`src/eeos_pkg.sv`:
```
package eeos_pkg;

  // Clock period of clk_sys in nanoseconds (10 MHz).
  localparam int unsigned CLK_PERIOD_NS = 100;

  // Least width of the reset pulse sent to external devices after power-on.
  localparam int unsigned EXT_RST_NS = 10000;
  localparam int unsigned EXT_RST_CYC = (EXT_RST_NS + CLK_PERIOD_NS - 1) / CLK_PERIOD_NS;

  // Least time the fail pattern stands on the pins before it is read back.
  localparam int unsigned PIN_CHECK_NS = 2000;
  localparam int unsigned PIN_CHECK_CYC = (PIN_CHECK_NS + CLK_PERIOD_NS - 1) / CLK_PERIOD_NS;

  // Width of the shared sequencing counter.
  localparam int unsigned CNT_W = 8;

  // Pin levels after reset and in the fail pattern.
  localparam logic PIN0_FAIL = 1'b0;
  localparam logic PIN1_FAIL = 1'b1;
  localparam logic PHASE_RST = 1'b1;

  // Start-up and run sequence of the error output controller.
  typedef enum logic [2:0] {
    EEOS_POR       = 3'b000,
    EEOS_SELF_INIT = 3'b001,
    EEOS_EXT_INIT  = 3'b010,
    EEOS_PIN_CHECK = 3'b011,
    EEOS_HANDOVER  = 3'b100,
    EEOS_RUN       = 3'b101,
    EEOS_FAIL      = 3'b110
  } eeos_state_t;

  // Drive of one two-way pin; oe_n low while this side drives it.
  typedef struct packed {
    logic o;
    logic oe_n;
  } eeos_pin_drv_t;

  // Software-side events of the start-up and run sequence, each a one-cycle pulse.
  typedef struct packed {
    logic startup_tests_done;
    logic ext_init_done;
    logic sw_init_ok;
    logic sw_service;
  } eeos_sw_evt_t;

endpackage

```
`src/eeos_fault_out_ctrl.sv`:
```
`timescale 1ns/1ps
module eeos_fault_out_ctrl (
  // Clock and reset.
  input wire logic clk_sys,
  input wire logic resetn,
  // Configuration and on-chip events.
  input wire logic single_pin_mode,
  input wire logic fault_active,
  input wire eeos_pkg::eeos_sw_evt_t sw_evt,
  // Voltage detector errors, asynchronous levels.
  input wire logic low_voltage_detector_err,
  input wire logic high_voltage_detector_err,
  // Fault pins: level read back on the pad, and drive.
  input wire logic fault_out_0_i,
  input wire logic fault_out_1_i,
  output eeos_pkg::eeos_pin_drv_t fault_out_0,
  output eeos_pkg::eeos_pin_drv_t fault_out_1,
  // External reset output, active low.
  output logic external_reset_out_n,
  // Separate signalling path to the supervisor.
  output logic init_confirm,
  output logic service_pulse,
  // Status.
  output logic safety_run,
  output logic pin_check_fail,
  output logic safe_state_req
);
  import eeos_pkg::*;

  localparam logic [CNT_W-1:0] RST_LAST = CNT_W'(EXT_RST_CYC - 1);
  localparam logic [CNT_W-1:0] CHK_LAST = CNT_W'(PIN_CHECK_CYC - 1);

  eeos_state_t state_r;
  eeos_state_t state_nxt;
  logic [CNT_W-1:0] cnt_r;
  logic [CNT_W-1:0] cnt_nxt;
  logic phase_r;
  logic phase_nxt;
  logic pin0_r;
  logic pin0_nxt;
  logic pin1_r;
  logic pin1_nxt;
  logic ext_rst_n_r;
  logic ext_rst_n_nxt;
  logic confirm_r;
  logic confirm_nxt;
  logic svc_r;
  logic svc_nxt;
  logic chk_fail_r;
  logic chk_fail_nxt;
  logic [3:0] sync_in;
  logic [3:0] sync_q;
  logic rb0;
  logic rb1;
  logic volt_err_s;
  logic rb_ok;

  assign sync_in = {fault_out_1_i, fault_out_0_i, high_voltage_detector_err, low_voltage_detector_err};

  // Pad readback and detector levels come from outside this clock domain.
  eeos_sync3 #(
    .W(4),
    .RST_VAL(4'h0)
  ) u_sync (
    .clk_sys(clk_sys),
    .resetn(resetn),
    .async_in(sync_in),
    .sync_out(sync_q)
  );

  assign rb0 = sync_q[2];
  assign rb1 = sync_q[3];
  assign volt_err_s = sync_q[0] | sync_q[1];
  // The unused pin is not checked in single-pin mode.
  assign rb_ok = (rb0 == PIN0_FAIL) && (single_pin_mode || (rb1 == PIN1_FAIL));

  // Sequencer: every step waits for its own completion event, so no step can be skipped.
  always_comb begin
    state_nxt = state_r;
    cnt_nxt = cnt_r;
    chk_fail_nxt = chk_fail_r;
    case (state_r)
      EEOS_POR: begin
        cnt_nxt = cnt_r + CNT_W'(1);
        if (cnt_r == RST_LAST) begin
          cnt_nxt = '0;
          state_nxt = EEOS_SELF_INIT;
        end
      end
      EEOS_SELF_INIT: begin
        if (sw_evt.startup_tests_done) begin
          state_nxt = EEOS_EXT_INIT;
        end
      end
      EEOS_EXT_INIT: begin
        if (sw_evt.ext_init_done) begin
          cnt_nxt = '0;
          state_nxt = EEOS_PIN_CHECK;
        end
      end
      EEOS_PIN_CHECK: begin
        cnt_nxt = cnt_r + CNT_W'(1);
        if (cnt_r == CHK_LAST) begin
          cnt_nxt = '0;
          if (rb_ok) begin
            state_nxt = EEOS_HANDOVER;
          end else begin
            chk_fail_nxt = 1'b1;
            state_nxt = EEOS_FAIL;
          end
        end
      end
      EEOS_HANDOVER: begin
        if (sw_evt.sw_init_ok) begin
          state_nxt = EEOS_RUN;
        end
      end
      EEOS_RUN: begin
        state_nxt = EEOS_RUN;
      end
      EEOS_FAIL: begin
        state_nxt = EEOS_FAIL;
      end
      default: begin
        state_nxt = EEOS_FAIL;
      end
    endcase
    // A supply fault overrides every step and is left only through reset.
    if (volt_err_s) begin
      state_nxt = EEOS_FAIL;
    end
  end

  // Pin drive and the outputs toward the supervisor.
  always_comb begin
    phase_nxt = phase_r;
    svc_nxt = 1'b0;
    confirm_nxt = (state_nxt == EEOS_RUN);
    ext_rst_n_nxt = (state_nxt != EEOS_POR) && !volt_err_s;
    pin0_nxt = PIN0_FAIL;
    pin1_nxt = PIN1_FAIL;
    if (state_r == EEOS_RUN && sw_evt.sw_service) begin
      phase_nxt = ~phase_r;
      svc_nxt = 1'b1;
    end
    // Up to the handover the pins stay in the fail pattern, so a stuck multiplexer reads as failure.
    if ((state_nxt == EEOS_HANDOVER || state_nxt == EEOS_RUN) && !fault_active) begin
      pin0_nxt = single_pin_mode ? 1'b1 : phase_nxt;
      pin1_nxt = phase_nxt;
    end
  end

  always_ff @(posedge clk_sys or negedge resetn) begin
    if (!resetn) begin
      state_r <= EEOS_POR;
      cnt_r <= '0;
      chk_fail_r <= 1'b0;
      phase_r <= PHASE_RST;
      svc_r <= 1'b0;
      confirm_r <= 1'b0;
      ext_rst_n_r <= 1'b0;
      pin0_r <= PIN0_FAIL;
      pin1_r <= PIN1_FAIL;
    end else begin
      state_r <= state_nxt;
      cnt_r <= cnt_nxt;
      chk_fail_r <= chk_fail_nxt;
      phase_r <= phase_nxt;
      svc_r <= svc_nxt;
      confirm_r <= confirm_nxt;
      ext_rst_n_r <= ext_rst_n_nxt;
      pin0_r <= pin0_nxt;
      pin1_r <= pin1_nxt;
    end
  end

  // Pin 1 is released in single-pin mode so the board can use it freely.
  assign fault_out_0 = '{o: pin0_r, oe_n: 1'b0};
  assign fault_out_1 = '{o: pin1_r, oe_n: single_pin_mode};
  assign external_reset_out_n = ext_rst_n_r;
  assign init_confirm = confirm_r;
  assign service_pulse = svc_r;
  assign safety_run = (state_r == EEOS_RUN);
  assign pin_check_fail = chk_fail_r;
  // Raw detector levels bypass the synchroniser so the request does not wait for the clock.
  assign safe_state_req = low_voltage_detector_err | high_voltage_detector_err | (state_r == EEOS_FAIL);
endmodule

```
`src/eeos_sync3.sv`:
```
`timescale 1ns/1ps
module eeos_sync3 #(
  parameter int unsigned W = 1,
  parameter logic [W-1:0] RST_VAL = '0
) (
  // Clock and reset.
  input wire logic clk_sys,
  input wire logic resetn,
  // Asynchronous input and its filtered copy.
  input wire logic [W-1:0] async_in,
  output logic [W-1:0] sync_out
);

  logic [W-1:0] s1_r;
  logic [W-1:0] s2_r;
  logic [W-1:0] s3_r;
  logic [W-1:0] out_r;
  logic [W-1:0] out_nxt;

  // A bit changes only once the second and third stages agree, which drops one-cycle glitches.
  always_comb begin
    for (int i = 0; i < W; i++) begin
      out_nxt[i] = (s2_r[i] == s3_r[i]) ? s3_r[i] : out_r[i];
    end
  end

  // The first stage feeds only the second.
  always_ff @(posedge clk_sys or negedge resetn) begin
    if (!resetn) begin
      s1_r <= RST_VAL;
      s2_r <= RST_VAL;
      s3_r <= RST_VAL;
      out_r <= RST_VAL;
    end else begin
      s1_r <= async_in;
      s2_r <= s1_r;
      s3_r <= s2_r;
      out_r <= out_nxt;
    end
  end

  assign sync_out = out_r;

endmodule

```
`config.mk`:
```
export PLATFORM = sky130hd
export DESIGN_NAME = eeos_fault_out_ctrl
export DESIGN_NICKNAME = d
export VERILOG_FILES = /design/src/eeos_pkg.sv /design/src/eeos_fault_out_ctrl.sv /design/src/eeos_sync3.sv
export SDC_FILE = /design/constraint.sdc
export NUM_CORES = 1
export LEC_CHECK = 0
export BUFFER_PORTS_ARGS = -buffer_cell sky130_fd_sc_hd__buf_2
export CAP_MARGIN = 20
export CORE_MARGIN = 2
export CORE_UTILIZATION = 59
export CTS_CLUSTER_DIAMETER = 200
export DETAILED_ROUTE_END_ITERATION = 16
export HOLD_SLACK_MARGIN = 0.12
export PLACE_DENSITY = 0.82
export SLEW_MARGIN = 25
export SYNTH_ARGS = -nofsm -noshare
export SYNTH_HDL_FRONTEND = slang
export SYNTH_SLANG_ARGS = --single-unit
```
`constraint.sdc`:
```
create_clock -name clk_sys -period 4 [get_ports clk_sys]
set_clock_uncertainty 0.05 [all_clocks]
set_input_delay 0.4 -clock clk_sys [delete_from_list [all_inputs] [get_ports clk_sys]]
set_output_delay 0.4 -clock clk_sys [all_outputs]
set_load 0.01 [all_outputs]
```
==> results.json <==
{
  "setup_viol": 0,
  "crit_fanout": 16,
  "placed_cell_area_mm2": 0.00157,
  "rsz0062_at_grt": "no",
  "syn-instance-count": 131,
  "postCtsSetupBuffers": 0,
  "post_route_cells_drive_above_1_share": 0.210,
  "yosysSeqAreaShare": 0.577,
  "grt_pass1_vias": 1034,
  "gp_congestion": 0.887,
  "design_power_total_w": 0.000615,
  "grt_max_degree": 35,
  "vdd_drop_max_mv": 0.329,
  "stdcell_area_mm2": 0.00169,
  "cts_tree": "built",
  "critical-path-slowest-cell": "a211oi_1",
  "worstMarginPinSlew_ns": 0.850,
  "internal-power_w": 0.000467,
  "cts_root_buffer": "clkbuf_4",
  "hold_class": "primary input to flop",
  "syn_to_final_growth_pct": 14.2,
  "power_frac_comb": 0.077,
  "critPathTopFamily": "compound AO/OA/AOI/OAI gates",
  "path_clk_slew_ns": 0.10,
  "hold_viol": 0,
  "p_sw_w": 0.000149,
  "routedWlPerCell_um": 15.0,
  "dr.pass1.iters": 4,
  "dp_hpwl_um": 1960,
  "r2r-end": "cnt_r[0]",
  "drt_iter0_drc": 42,
  "routed_wl_um": 2800,
  "slew_viol_final": 0,
  "cts_resized": 0,
  "layout_common_cells": "dfrtp_1, buf_2, nand2_1, nor2_1, nor3_1",
  "start_util": 0.608,
  "ys_seq_elements": 34,
  "drc": 0,
  "cp_num_buf_inv": 0,
  "path_class": "flop to flop",
  "start_kind": "flop",
  "clkLatencyLatePin_ns": 0.33,
  "mostFrequentLayoutCell": "dfrtp_1",
  "ant_nets": 0,
  "p_seq_frac": 0.604,
  "final_core_util": 0.694,
  "routed_via_density": 5.93,
  "final_nets": 169,
  "fin_crit_sh": 0.524,
  "worstHoldPathCells": 2,
  "cts_max_level": 2,
  "path_common_cell": "o21ai_1",
  "fp.dieH_um": 54.0,
  "power.density_mw_per_mm2": 365,
  "holdPathEnd": "pin0_r",
  "fp-row-count": 18,
  "ioPinCount": 22,
  "grt.overflow.total": 0,
  "vias": 1109,
  "synthTopCellsByArea": "dfrtp_1, dfstp_2, maj3_1, nor3_1, nand2_1",
  "syn_area_per_cell_um2": 11.3,
  "crit_path_start": "state_r[0]",
  "reg2reg_slack_ns": 1.90,
  "synth_area_leader_cell": "dfrtp_1",
  "final.setup.tns_ns": 0,
  "r2r_cells": 4,
  "portBuffers": 20,
  "grt_antenna_before_repair": 0,
  "min-delay-start": "fault_active",
  "outcome": "finished, final reports clean",
  "die_w_um": 54.0,
  "grt_use_total": 0.221,
  "required_ns": 4.20,
  "syn_area_mm2": 0.00148,
  "r2r_start": "state_r[0]",
  "p_leak_nw": 0.722,
  "ys_warn_count": 0,
  "grt_pass1_wl_um": 4450,
  "cp.arrival_ns": 2.30,
  "synth.net_count": 144,
  "power.share.clock": 0.319,
  "synth_top_area_share": 0.542,
  "clock_path_buffers": 2,
  "max-cap-violations": 0,
  "crit_chain": "nor2b_1 > a211oi_1 > o21ai_1 > o21ai_1",
  "core_region_area_mm2": 0.00243,
  "cts_inserted_buffers": 5,
  "relSlewSlack": 0.430,
  "fin_crit_ns": 2.10,
  "diodes": 0,
  "cpPeakStageDelay_ns": 0.74,
  "p_sw_frac": 0.242,
  "fmax_mhz": 477,
  "dieArea_mm2": 0.00292,
  "yosysUniqueCellTypes": 41,
  "clkSinkCount": 34,
  "worstSetupEndpointType": "flop"
}
registers in the layout, indices dropped and copies added, names as in the netlist:
name,flops
cnt_r,8
external_reset_out_n,1
init_confirm,1
phase_r,1
pin0_r,1
pin1_r,1
pin_check_fail,1
service_pulse,1
state_r,3
u_sync.s1_r,4
u_sync.s2_r,4
u_sync.s3_r,4
u_sync.sync_out,4
cell families after synthesis:
| logic type | Yosys count | synth area share |
|---|---|---|
| compound gates | 32 | 0.151 |
| buf+inv | 9 | 0.0330 |
| fa+ha+maj | 5 | 0.0356 |
| other cells | 1 | 0.00254 |
| xor+xnor | 1 | 0.00593 |
| simple gates | 49 | 0.195 |
| flops | 34 | 0.577 |
timing repair:
action / in CTS / in global routing
endpoints found under the setup margin: 0 / 0
hold endpoints to repair: 34 / 2
hold buffers: 3 / 2
synthesized netlist by cell type:
cell type	n
nor3b_1	1
o21ai_0	6
maj3_1	4
conb_1	1
nor3b_2	2
ha_1	1
and3_1	2
nor3_1	7
nand4b_1	2
a21o_1	2
nor2b_1	5
buf_4	4
a41oi_1	1
nand3_1	3
o21bai_1	1
a311o_1	2
a211o_1	1
a21oi_1	5
a2111oi_0	1
clkbuf_1	3
o41a_1	1
xnor2_1	1
o41ai_1	1
or2_1	1
nor2_1	9
nand2b_1	2
o21ai_1	4
nor4_1	1
and2_1	2
nand3b_1	1
a22o_1	1
a21boi_1	1
inv_1	2
a32o_1	2
a211oi_1	2
nand2_1	9
dfrtp_1	32
dfstp_2	2
or4_1	1
o31ai_1	1
nor4b_4	1
power groups by stage:
stage / combinational, W / clock, W / sequential [W]
finish: 0.0000476 / 0.000196 / 0.000372
global placement: 0.0000408 / 0 / 0.000376
floorplan: 0.0000255 / 0 / 0.000376
global route: 0.0000538 / 0.000219 / 0.000373
detailed placement: 0.0000443 / 0 / 0.000378
CTS: 0.0000467 / 0.000202 / 0.000371
how the worst max path moves through the flow:
| stage | end | slack (ns) | depth (start not counted) |
|---|---|---|---|
| after global routing | cnt_r[0] | 1.79 | 4 |
| after global placement | pin1_r | 2.12 | 5 |
| after floorplan | pin1_r | 2.21 | 5 |
| final | cnt_r[0] | 1.90 | 4 |
| after CTS | cnt_r[0] | 1.92 | 4 |
| after detailed placement | cnt_r[0] | 1.94 | 4 |
routing by layer:
layer | vias up | track usage | wire length, um
li1 | 528 | - | -
met1 | 539 | 0.258 | 1190
met2 | 36 | 0.376 | 1410
met3 | 6 | 0.0750 | 162
met4 | 0 | 0.0833 | 31
met5 | - | 0 | 0
metrics by stage:
| step | hold slack [ns] | std cells | setup slack [ns] |
|---|---|---|---|
| after floorplan | 0.0544 | 131 | 2.21 |
| after global placement | 0.282 | 174 | 2.12 |
| after detailed placement | 0.288 | 174 | 1.94 |
| after CTS | 0.122 | 185 | 1.92 |
| after global routing | 0.173 | 187 | 1.79 |
| final | 0.190 | 187 | 1.90 |
layout make-up:
cell class	instances	area (um2)
Sequential cell	34	853
Fill cell	181	744
Multi-Input combinational cell	88	576
Timing Repair Buffer	25	150
Clock buffer	6	51.3
Tap cell	30	37.5
Clock inverter	2	12.5
Inverter	2	7.51
Power figures use the tool's default switching activity.
